### src/design/gpio_mux_pkg.sv
/*
 * constants for the shared-pin mux and port a/b/c block: register
 * addresses in data space, field positions, reset values, clock-out codes.
 * assumes a 16-bit data-memory bus from the cpu, all on mclk.
 */
package gpio_mux_pkg;
  localparam logic [15:0] ADDR_MUX_A = 16'h7090;
  localparam logic [15:0] ADDR_MUX_B = 16'h7092;
  localparam logic [15:0] ADDR_PORT_A = 16'h7098;
  localparam logic [15:0] ADDR_PORT_B = 16'h709a;
  localparam logic [15:0] ADDR_PORT_C = 16'h709c;

  // data in the low byte, direction in the high byte
  localparam int DATA_LSB = 0;
  localparam int DIR_LSB = 8;
  localparam int PORT_A_BITS = 4;
  localparam int PORT_BITS = 8;
  // mux control register a: port a at bit 0, port b at bit 8
  localparam int MUX_A_PORT_A_LSB = 0;
  localparam int MUX_A_PORT_B_LSB = 8;

  // port c bits whose mux bit selects the port when 1
  localparam logic [7:0] PORT_C_INVERTED = 8'h0c;
  localparam int PORT_C_CLKOUT_BIT = 1;

  localparam logic [15:0] MUX_A_RESET = 16'h0000;
  localparam logic [15:0] MUX_B_RESET = 16'h0000;
  localparam logic [7:0] DATA_RESET = 8'h00;
  localparam logic [7:0] DIR_RESET = 8'h00;

  typedef enum logic [1:0] {
    CLKOUT_PORT = 2'b00,
    CLKOUT_WATCHDOG = 2'b01,
    CLKOUT_SYSTEM = 2'b10,
    CLKOUT_CPU = 2'b11
  } clkout_sel_t;
endpackage

### src/design/shared_pin_cell.sv
/*
 * one shared pin: picks port or peripheral drive, registers the pin
 * drive, and brings the pin level in through two flip-flops.
 * assumes port_sel, dir, dat and periph_* are on mclk; pin_in is async.
 */
module shared_pin_cell (
  input wire logic mclk,
  input wire logic rst_s_n,
  input wire logic ce,
  input wire logic port_sel,
  input wire logic dir,
  input wire logic dat,
  input wire logic periph_out,
  input wire logic periph_oe,
  input wire logic pin_in,
  output logic pin_out,
  output logic pin_oe,
  output logic pin_sync
);
  logic out_ff, oe_ff, meta_ff, sync_ff;
  logic nxt_out, nxt_oe, nxt_meta, nxt_sync;

  // port mode uses dir/dat, otherwise the peripheral owns the pin
  always_comb begin
    nxt_out = out_ff;
    nxt_oe = oe_ff;
    nxt_meta = meta_ff;
    nxt_sync = sync_ff;
    if (ce) begin
      if (port_sel) begin
        nxt_oe = dir;
        nxt_out = dir & dat;
      end else begin
        nxt_oe = periph_oe;
        nxt_out = periph_out;
      end
      nxt_meta = pin_in;
      nxt_sync = meta_ff;
    end
  end

  always_ff @(posedge mclk or negedge rst_s_n) begin
    if (!rst_s_n) begin
      out_ff <= 1'b0;
      oe_ff <= 1'b0;
      meta_ff <= 1'b0;
      sync_ff <= 1'b0;
    end else begin
      out_ff <= nxt_out;
      oe_ff <= nxt_oe;
      meta_ff <= nxt_meta;
      sync_ff <= nxt_sync;
    end
  end

  assign pin_out = out_ff;
  assign pin_oe = oe_ff;
  assign pin_sync = sync_ff;

  a_port_drive: assert property (@(posedge mclk) disable iff (!rst_s_n)
    ce && port_sel && dir |=> pin_oe && pin_out == $past(dat))
    else $error("port output not driven from data bit");
  a_port_input: assert property (@(posedge mclk) disable iff (!rst_s_n)
    ce && port_sel && !dir |=> !pin_oe && !pin_out)
    else $error("port input pin still driven");
  // the flops still see reset at the edge where rst_s_n rises, so skip that edge
  a_periph_pass: assert property (@(posedge mclk) disable iff (!rst_s_n)
    rst_s_n && ce && !port_sel
    |=> pin_out == $past(periph_out) && pin_oe == $past(periph_oe))
    else $error("peripheral drive not passed to pin");
  a_sync_two_ff: assert property (@(posedge mclk) disable iff (!rst_s_n)
    (rst_s_n && ce) ##1 ce |=> pin_sync == $past(pin_in, 2))
    else $error("pin level not two stages late");
endmodule

### src/design/shared_pin_mux.sv
/*
 * pin sharing and general-purpose ports a (4 pins), b and c (8 pins each)
 * with their mux control and data/direction registers in data space.
 * assumes the cpu data-memory strobes, system-control clock select and
 * clock sources come from mclk logic; pins arrive asynchronously.
 */
// Contract
// - mux bit 1 peripheral, 0 port
// - direction 0 input, 1 output
// - read returns pin, write drives pin (output pins read back the data latch, not the pin)
// - data/direction ignored while peripheral selected
// - port a mux and register layout
// - port b mux and register layout
// - port c bit 0 start-input mux
// - two-bit field picks port or clock
// - port c bits 2,3 inverted mux
// - port c bits 4-7 capture mux
// - registers sit in data space
// - register addresses 7090h to 709ch
module shared_pin_mux
  import gpio_mux_pkg::*;
(
  input wire logic mclk,
  input wire logic rst_n,
  input wire logic ce,
  input wire logic [15:0] dm_addr,
  input wire logic [15:0] dm_wdata,
  input wire logic dm_we,
  input wire logic dm_re,
  output logic [15:0] dm_rdata,
  input wire logic [1:0] clkout_sel,
  input wire logic watchdog_clock,
  input wire logic system_clock_out,
  input wire logic cpu_clock_out,
  input wire logic external_flag_output,
  input wire logic [7:0] pb_periph_out,
  input wire logic [7:0] pb_periph_oe,
  input wire logic [7:0] pc_periph_out,
  input wire logic [7:0] pc_periph_oe,
  input wire logic [3:0] pa_pin_in,
  input wire logic [7:0] pb_pin_in,
  input wire logic [7:0] pc_pin_in,
  output logic [3:0] pa_pin_out,
  output logic [3:0] pa_pin_oe,
  output logic [7:0] pb_pin_out,
  output logic [7:0] pb_pin_oe,
  output logic [7:0] pc_pin_out,
  output logic [7:0] pc_pin_oe,
  output logic [3:0] pa_periph_in,
  output logic [7:0] pb_periph_in,
  output logic [7:0] pc_periph_in
);
  localparam int NPIN = PORT_A_BITS + 2 * PORT_BITS;

  logic [1:0] rst_sync_ff;
  logic rst_s_n;
  logic [15:0] pin_mux_control_a_ff, nxt_pin_mux_control_a;
  logic [15:0] pin_mux_control_b_ff, nxt_pin_mux_control_b;
  logic [3:0] pa_dat_ff, nxt_pa_dat, pa_dir_ff, nxt_pa_dir;
  logic [7:0] pb_dat_ff, nxt_pb_dat, pb_dir_ff, nxt_pb_dir;
  logic [7:0] pc_dat_ff, nxt_pc_dat, pc_dir_ff, nxt_pc_dir;
  logic [15:0] rdata_ff, nxt_rdata;
  logic [7:0] pc_port_sel, pc_drv_out, pc_drv_oe;
  logic [NPIN-1:0] port_sel, dir_v, dat_v, p_out, p_oe, pin_in_v, pin_out_v, pin_oe_v, sync_v;
  logic clk_src;

  // reset is released through two flops; assertion is immediate
  always_ff @(posedge mclk or negedge rst_n) begin
    if (!rst_n) begin
      rst_sync_ff <= 2'b00;
    end else begin
      rst_sync_ff <= {rst_sync_ff[0], 1'b1};
    end
  end
  assign rst_s_n = rst_sync_ff[1];

  // register writes from the cpu data-memory bus
  always_comb begin
    nxt_pin_mux_control_a = pin_mux_control_a_ff;
    nxt_pin_mux_control_b = pin_mux_control_b_ff;
    nxt_pa_dat = pa_dat_ff;
    nxt_pa_dir = pa_dir_ff;
    nxt_pb_dat = pb_dat_ff;
    nxt_pb_dir = pb_dir_ff;
    nxt_pc_dat = pc_dat_ff;
    nxt_pc_dir = pc_dir_ff;
    if (ce && dm_we) begin
      case (dm_addr)
        ADDR_MUX_A: nxt_pin_mux_control_a = dm_wdata;
        ADDR_MUX_B: nxt_pin_mux_control_b = dm_wdata;
        ADDR_PORT_A: begin
          nxt_pa_dat = dm_wdata[DATA_LSB +: PORT_A_BITS];
          nxt_pa_dir = dm_wdata[DIR_LSB +: PORT_A_BITS];
        end
        ADDR_PORT_B: begin
          nxt_pb_dat = dm_wdata[DATA_LSB +: PORT_BITS];
          nxt_pb_dir = dm_wdata[DIR_LSB +: PORT_BITS];
        end
        ADDR_PORT_C: begin
          nxt_pc_dat = dm_wdata[DATA_LSB +: PORT_BITS];
          nxt_pc_dir = dm_wdata[DIR_LSB +: PORT_BITS];
        end
        default: ; // unmapped writes are dropped
      endcase
    end
  end

  // reads: output pins give the latch, input pins the synced level
  always_comb begin
    nxt_rdata = rdata_ff;
    if (ce && dm_re) begin
      case (dm_addr)
        ADDR_MUX_A: nxt_rdata = pin_mux_control_a_ff;
        ADDR_MUX_B: nxt_rdata = pin_mux_control_b_ff;
        ADDR_PORT_A: nxt_rdata = {4'h0, pa_dir_ff, 4'h0,
          (pa_dir_ff & pa_dat_ff) | (~pa_dir_ff & sync_v[3:0])};
        ADDR_PORT_B: nxt_rdata = {pb_dir_ff,
          (pb_dir_ff & pb_dat_ff) | (~pb_dir_ff & sync_v[11:4])};
        ADDR_PORT_C: nxt_rdata = {pc_dir_ff,
          (pc_dir_ff & pc_dat_ff) | (~pc_dir_ff & sync_v[19:12])};
        default: nxt_rdata = 16'h0000;
      endcase
    end
  end

  always_ff @(posedge mclk or negedge rst_s_n) begin
    if (!rst_s_n) begin
      pin_mux_control_a_ff <= MUX_A_RESET;
      pin_mux_control_b_ff <= MUX_B_RESET;
      pa_dat_ff <= DATA_RESET[3:0];
      pa_dir_ff <= DIR_RESET[3:0];
      pb_dat_ff <= DATA_RESET;
      pb_dir_ff <= DIR_RESET;
      pc_dat_ff <= DATA_RESET;
      pc_dir_ff <= DIR_RESET;
      rdata_ff <= 16'h0000;
    end else begin
      pin_mux_control_a_ff <= nxt_pin_mux_control_a;
      pin_mux_control_b_ff <= nxt_pin_mux_control_b;
      pa_dat_ff <= nxt_pa_dat;
      pa_dir_ff <= nxt_pa_dir;
      pb_dat_ff <= nxt_pb_dat;
      pb_dir_ff <= nxt_pb_dir;
      pc_dat_ff <= nxt_pc_dat;
      pc_dir_ff <= nxt_pc_dir;
      rdata_ff <= nxt_rdata;
    end
  end
  assign dm_rdata = rdata_ff;

  // port c selection: bits 2,3 inverted, bit 1 from the clock-out field
  always_comb begin
    pc_port_sel = ~pin_mux_control_b_ff[7:0] ^ PORT_C_INVERTED;
    pc_port_sel[PORT_C_CLKOUT_BIT] = (clkout_sel == CLKOUT_PORT);
    pc_drv_out = pc_periph_out;
    pc_drv_oe = pc_periph_oe;
    pc_drv_out[2] = external_flag_output;
    pc_drv_oe[2] = 1'b1;
    pc_drv_oe[3] = 1'b0; // branch-control is an input only
    case (clkout_sel)
      CLKOUT_WATCHDOG: clk_src = watchdog_clock;
      CLKOUT_SYSTEM: clk_src = system_clock_out;
      CLKOUT_CPU: clk_src = cpu_clock_out;
      default: clk_src = 1'b0;
    endcase
    pc_drv_out[PORT_C_CLKOUT_BIT] = clk_src;
    pc_drv_oe[PORT_C_CLKOUT_BIT] = 1'b1;
  end

  // flatten the three ports; analogue inputs never drive their pins
  assign port_sel = {pc_port_sel,
    ~pin_mux_control_a_ff[MUX_A_PORT_B_LSB +: PORT_BITS],
    ~pin_mux_control_a_ff[MUX_A_PORT_A_LSB +: PORT_A_BITS]};
  assign dir_v = {pc_dir_ff, pb_dir_ff, pa_dir_ff};
  assign dat_v = {pc_dat_ff, pb_dat_ff, pa_dat_ff};
  assign p_out = {pc_drv_out, pb_periph_out, 4'h0};
  assign p_oe = {pc_drv_oe, pb_periph_oe, 4'h0};
  assign pin_in_v = {pc_pin_in, pb_pin_in, pa_pin_in};

  // one cell per shared pin
  for (genvar i = 0; i < NPIN; i++) begin : g_pin
    shared_pin_cell u_cell (
      .mclk(mclk),
      .rst_s_n(rst_s_n),
      .ce(ce),
      .port_sel(port_sel[i]),
      .dir(dir_v[i]),
      .dat(dat_v[i]),
      .periph_out(p_out[i]),
      .periph_oe(p_oe[i]),
      .pin_in(pin_in_v[i]),
      .pin_out(pin_out_v[i]),
      .pin_oe(pin_oe_v[i]),
      .pin_sync(sync_v[i])
    );
  end

  assign pa_pin_out = pin_out_v[3:0];
  assign pa_pin_oe = pin_oe_v[3:0];
  assign pb_pin_out = pin_out_v[11:4];
  assign pb_pin_oe = pin_oe_v[11:4];
  assign pc_pin_out = pin_out_v[19:12];
  assign pc_pin_oe = pin_oe_v[19:12];
  assign pa_periph_in = sync_v[3:0];
  assign pb_periph_in = sync_v[11:4];
  assign pc_periph_in = sync_v[19:12];

  a_unmapped_read: assert property (@(posedge mclk) disable iff (!rst_s_n)
    ce && dm_re && dm_addr != ADDR_MUX_A && dm_addr != ADDR_MUX_B
    && dm_addr != ADDR_PORT_A && dm_addr != ADDR_PORT_B && dm_addr != ADDR_PORT_C
    |=> dm_rdata == 16'h0000)
    else $error("unmapped read not zero");
  a_mux_a_write: assert property (@(posedge mclk) disable iff (!rst_s_n)
    ce && dm_we && dm_addr == ADDR_MUX_A ##1 ce && dm_re && dm_addr == ADDR_MUX_A
    |=> dm_rdata == $past(dm_wdata, 2))
    else $error("mux control a does not read back");
  a_read_input: assert property (@(posedge mclk) disable iff (!rst_s_n)
    ce && dm_re && dm_addr == ADDR_PORT_A && !pa_dir_ff[0]
    |=> dm_rdata[0] == $past(sync_v[0]) && dm_rdata[8] == 1'b0)
    else $error("input pin level not returned");
  // the cells leave reset one edge after rst_s_n, so the release edge is skipped
  a_clkout_cpu: assert property (@(posedge mclk) disable iff (!rst_s_n)
    rst_s_n && ce && clkout_sel == CLKOUT_CPU
    |=> pc_pin_oe[1] && pc_pin_out[1] == $past(cpu_clock_out))
    else $error("cpu clock not on clock-out pin");
  a_inverted_mux: assert property (@(posedge mclk) disable iff (!rst_s_n)
    rst_s_n && ce && !pin_mux_control_b_ff[2]
    |=> pc_pin_oe[2] && pc_pin_out[2] == $past(external_flag_output))
    else $error("flag output not on pin when mux bit 0");
  a_port_b_periph: assert property (@(posedge mclk) disable iff (!rst_s_n)
    ce && pin_mux_control_a_ff[8] |=> pb_pin_out[0] == $past(pb_periph_out[0]))
    else $error("compare output not on port b pin 0");
endmodule

### config.mk
export PLATFORM = sky130hd
export DESIGN_NAME = shared_pin_mux
export DESIGN_NICKNAME = d
export VERILOG_FILES = /design/src/design/gpio_mux_pkg.sv /design/src/design/shared_pin_cell.sv /design/src/design/shared_pin_mux.sv
export SDC_FILE = /design/constraint.sdc
export NUM_CORES = 1
export LEC_CHECK = 0
export ABC_AREA = 1
export BUFFER_PORTS_ARGS = -buffer_cell sky130_fd_sc_hd__buf_2
export CORE_MARGIN = 2
export CORE_UTILIZATION = 49
export CTS_CLUSTER_SIZE = 20
export DETAILED_ROUTE_END_ITERATION = 10
export PLACE_DENSITY = 0.76
export SLEW_MARGIN = 10
export SYNTH_ARGS = -nofsm -noshare
export SYNTH_HDL_FRONTEND = slang
export SYNTH_SLANG_ARGS = --single-unit
### constraint.sdc
create_clock -name mclk -period 5.5 [get_ports mclk]
set_input_delay 0.825 -clock mclk [delete_from_list [all_inputs] [get_ports mclk]]
set_output_delay 0.825 -clock mclk [all_outputs]
set_load 0.02 [all_outputs]
## Yosys cells after proc, flatten, opt, wreduce, memory -nomap -nowiden

Cells that the tools add are included.

- Register bits: 170
- Latch bits: 0
- Output and inout port bits: 76
- Logic and storage cells: 184
- Memories: 0
- Bits in read-only memories: 0
- Memory bits (writable): 0

- Multipliers: 0
- Magnitude comparators: 0
- Shifts and indexed selects: 0
- Mux-type cells: 42
- Equality and inequality tests: 8
- Add/subtract/negate cells: 0
- Divide/modulo/power cells: 0
- Bitwise gates (word level): 36
- Reduce and logical (&&, ||, !) cells: 8

Operators by type and width:

| operator | count |
|---|---|
| 16-bit by 15-bit equality test with 1-bit output (second input constant) | 5 |
| 16-bit case mux with 5 select lines | 1 |
| 1-bit two-way mux | 40 |
| 8-bit bitwise AND | 4 |
| 8-bit NOT | 4 |
| 1-bit bitwise AND | 20 |
| 8-bit OR | 2 |
| 2-bit AND reduction | 5 |
| 4-bit bitwise AND | 2 |
| 4-bit NOT | 2 |
| 2-bit equality test (second input constant) | 2 |
| 4-bit OR | 1 |
| 1-bit case mux with 3 select lines | 1 |
| 2-bit by 1-bit equality test with 1-bit output (second input constant) | 1 |
| 1-bit logical AND | 2 |
| 2-bit logical NOT | 1 |
| 2-bit NOT | 1 |

## Logic depth before layout (Yosys ltp)

- Word-level depth: 4
- Gate-level depth with buffers: 10

## By module

Synthesis repeated with hierarchy kept, for this count alone.

- Cells, all modules: 1047
- Area total of the unflattened synthesis: 8135.3 µm²

By module, submodules not included:

| module | area each (µm²) | cells an instance | times used | sequential area each (µm²) |
|---|---|---|---|---|
| shared_pin_mux | 4606.9 | 567 | 1 | 2252.2 |
| shared_pin_cell | 176.4 | 24 | 20 | 100.1 |

## Worst setup path before layout

Ideal clock, no wire load.

- Kind: input -> register
- From: in dm_addr[11]
- To: reg rdata_ff[7], in the netlist dm_rdata[7]
- Slack: 3.669 ns
- Library setup time: 0.065 ns
- Data arrival time: 1.766 ns
- Cell stages on the path: 9
- Cell sequence: nor2_1 nand2_1 nor2_4 buf_6 buf_2 nand3_1 nand4_1 nand2_1 nand2_1

- Longest elaborated chain between the ends: 2
- Elaborated cells between the ends (all ways): 6
- Those cells by class: 5 x eq/ne; 1 x mux

RTL lines:

| item | RTL line | source |
|---|---|---|
| start: declaration | shared_pin_mux.sv:26 | `input wire logic [15:0] dm_addr,` |
| 16-bit by 15-bit equality test with 1-bit output | shared_pin_mux.sv:112 | `case (dm_addr)` |
| 16-bit case mux with 5 select lines * | shared_pin_mux.sv:112 |  |
| end signal: assignment | shared_pin_mux.sv:146 | `rdata_ff <= nxt_rdata;` |
| end: declaration | shared_pin_mux.sv:62 | `logic [15:0] rdata_ff, nxt_rdata;` |

Mark *: on every way between the ends. The rest lies on a longest branch, timed or not.
A chain may end at the register's enable or synchronous reset.

## Worst setup path in the final report

- From: in ce
- To: reg rdata_ff[2], in the netlist dm_rdata[2]

- Longest elaborated chain between the ends: 1

RTL lines:

| item | RTL line | source |
|---|---|---|
| start: declaration | shared_pin_mux.sv:25 | `input wire logic ce,` |
| 1-bit logical AND | shared_pin_mux.sv:111 | `if (ce && dm_re) begin` |

Every way passes these cells.

==> flow_summary.yaml <==
worst_setup_path:
  cp_data_arrival_time_ns: 3.23
  cp-start-kind: "input pin"
  critical_path_class: "in -> reg"
  endpoint_kind: "register"
  worstPathRequired_ns: 5.80
  worstPathMaxFanout: 48
drt:
  vias_per_cell: 5.22
  drtIter0Drc: 627
  vias: 6665
  ant_nets: 0
  drc_errors: 0
  routed_wl_mm: 20.2
  wl_per_cell_um: 15.9
  dr.pass1.iters: 5
timing:
  rsz0062_at_grt: "false"
  finalMaxSlewViolations: 0
  setup_viol: 0
  fin_crit_ns: 2.92
  finalHoldViolations: 0
  fin_crit_sh_pct: 53.1
  fmax_mhz: 342
  finClkSkew_ns: 0.00905
  finalSetupTns_ns: 0
  tightestPinTransition_ns: 0.940
  max_slew_margin_pct: 37.3
synthesis:
  yosysUniqueCellTypes: 28
  avgSynthCellArea_um2: 8.33
  yosysSeqAreaShare_pct: 53.2
  syn_nets: 1054
  yosysWarningCount: 0
  synth_seq_cells: 170
  syn-cell-area_mm2: 0.00799
  syn_inst: 959
global_routing:
  grt_max_degree: 66
  grt_pass1_vias: 6359
  grt_pass1_wl_mm: 32.7
  antenna_found_initial: 2
  grt_usage_pct: 23.9
  gr-total-overflow: 0
clock_network:
  holdBufCountCts: 0
  cts_buffers: 17
  clk_latency_ns: 0.42
  cts_sinks: 170
  clockRootBuffer: "clkbuf_16"
  clk_path_buf_depth: 2
  cts_setup_buffers: 0
  h-tree-depth: 4
  cts_tree: "done"
  postCtsResizedCells: 0
  clk_pin_slew_ns: 0.06
die:
  die_h_um: 132
  core_mm2: 0.0159
  rows: 46
  die_area_mm2: 0.0173
  pin_count: 171
  initial_core_util_pct: 50.3
  dieWidth_um: 132
placement:
  hpwl_mm: 13.9
  gp_congestion: 0.880
  port-buffer-count: 165
  place_inst: 1243
pwr:
  power_density_mw_per_mm2: 312
  p_leak_uw: 0.00466
  ir_worst_vdd_mv: 0.223
cells_and_area:
  synthToLayoutAreaGrowth_pct: 13.9
  layout-drive-gt1-share_pct: 20.7
  nFillCells: 1494
  stdcell_count: 1276
  layout.nets: 1141
outcome:
  run_status: "completed"
worst_hold_path:
  hold_class: "in -> async"
flow_run:
  maxCapViolCount: 0
-- cells in the mapped netlist (all sizes together) --
library cell	count	area share [%]
nand2	283	13
dfrtp	170	53
o21ai	158	9.9
buf	92	8.0
nand3	73	4.9
inv	68	3.2
nor2	51	2.8
nand4	22	1.8
a21oi	20	1.3
clkbuf	12	0.56
o31ai	4	0.38
a31oi	2	0.16
nor3	2	0.27
a211oi	1	0.094
conb	1	0.047
-- power breakdown --
part	total, µW	internal (µW)	switching [µW]	leakage [µW]
registers	1320	1290	29.7	0.00228
clock network	1290	822	469	0.000311
logic	225	69.4	156	0.00207
-- logic make-up after synthesis --
group	share of synthesized area, %
simple gates	23.1
compound gates	11.9
flops	53.2
other cells	0.0469
buf+inv	11.7
-- metal layers --
layer  wire length (µm)  GRT usage [%]  share of wire (%)  vias to the layer above
met5                 10              0              0.049                        -
li1                   -              -                  -                     3234
met4                461           9.54                2.3                        2
met1               9200           33.7                 45                     3091
met3               1700           6.02                8.4                       38
met2               8870           35.6                 44                      300
-- critical path, cell delays in order --
cell     delay, ns
buf_2         0.70
nand2_1       0.50
inv_1         0.83
nand3_1       0.16
nor2_1        0.13
nor2_1        0.05
-- layout make-up --
cell class / count / area, µm² / area share, %
Sequential cell: 170 / 4260 / 46.8
Inverter: 68 / 255 / 2.80
Antenna cell: 1 / 2.50 / 0.0275
Multi-Input combinational cell: 617 / 2800 / 30.7
Clock buffer: 26 / 509 / 5.59
Tap cell: 216 / 270 / 2.97
Timing Repair Buffer: 172 / 878 / 9.65
Clock inverter: 6 / 133 / 1.46
-- per-stage QoR --
stage / cell area (µm²) / power, µW / utilization (%) / setup slack (ns) / hold slack (ns)
finish: 9100 / 2840 / 57.3 / 2.58 / 0.185
global route: 9100 / 2930 / 57.3 / 2.42 / 0.166
CTS: 9100 / 2860 / 57.3 / 2.66 / 0.166
detailed placement: 8460 / 1570 / 53.2 / 2.22 / 0.356
global placement: 8460 / 1570 / 53.2 / 2.25 / 0.336
floorplan: 7990 / 1490 / - / 0.412 / 0.331
-- state kept, by name (all words and copies together), names as in the netlist --
register and flops:
g_pin.u_cell.meta_ff 20, g_pin.u_cell.pin_oe 20, g_pin.u_cell.pin_out 20, g_pin.u_cell.pin_sync 20, dm_rdata 16, pin_mux_control_a_ff 16
pin_mux_control_b_ff 16, pb_dat_ff 8, pb_dir_ff 8, pc_dat_ff 8, pc_dir_ff 8, pa_dat_ff 4
pa_dir_ff 4, rst_sync_ff 2
-- layout by cell type, fill, tap and decap left out, types with 5 or more instances in the layout --
cell type / count
nand4_1: 21
inv_1: 64
buf_4: 7
o21ai_1: 63
nor2_1: 45
nand2_1: 282
nand3_1: 70
o21ai_0: 95
clkbuf_16: 17
buf_2: 165
clkbuf_8: 5
a21oi_1: 18
dfrtp_1: 169
-- worst paths after layout --
kind                                          start                  endpoint  slack (ns)  depth (start not counted)
max                                              ce   dm_rdata[2]$_DFFE_PN0P_        2.58                          6
min                                           rst_n  rst_sync_ff[0]$_DFF_PN0_        0.19                          1
max reg2reg                rst_sync_ff[1]$_DFF_PN0_  pb_dat_ff[3]$_DFFE_PN0P_        3.75                          1
min reg2reg                rst_sync_ff[0]$_DFF_PN0_  rst_sync_ff[1]$_DFF_PN0_        0.37                          0
max in group asynchronous  rst_sync_ff[1]$_DFF_PN0_  pb_dat_ff[3]$_DFFE_PN0P_        3.75                          1
min in group mclk          rst_sync_ff[0]$_DFF_PN0_  rst_sync_ff[1]$_DFF_PN0_        0.37                          0
(Power assumes the default switching activity.)
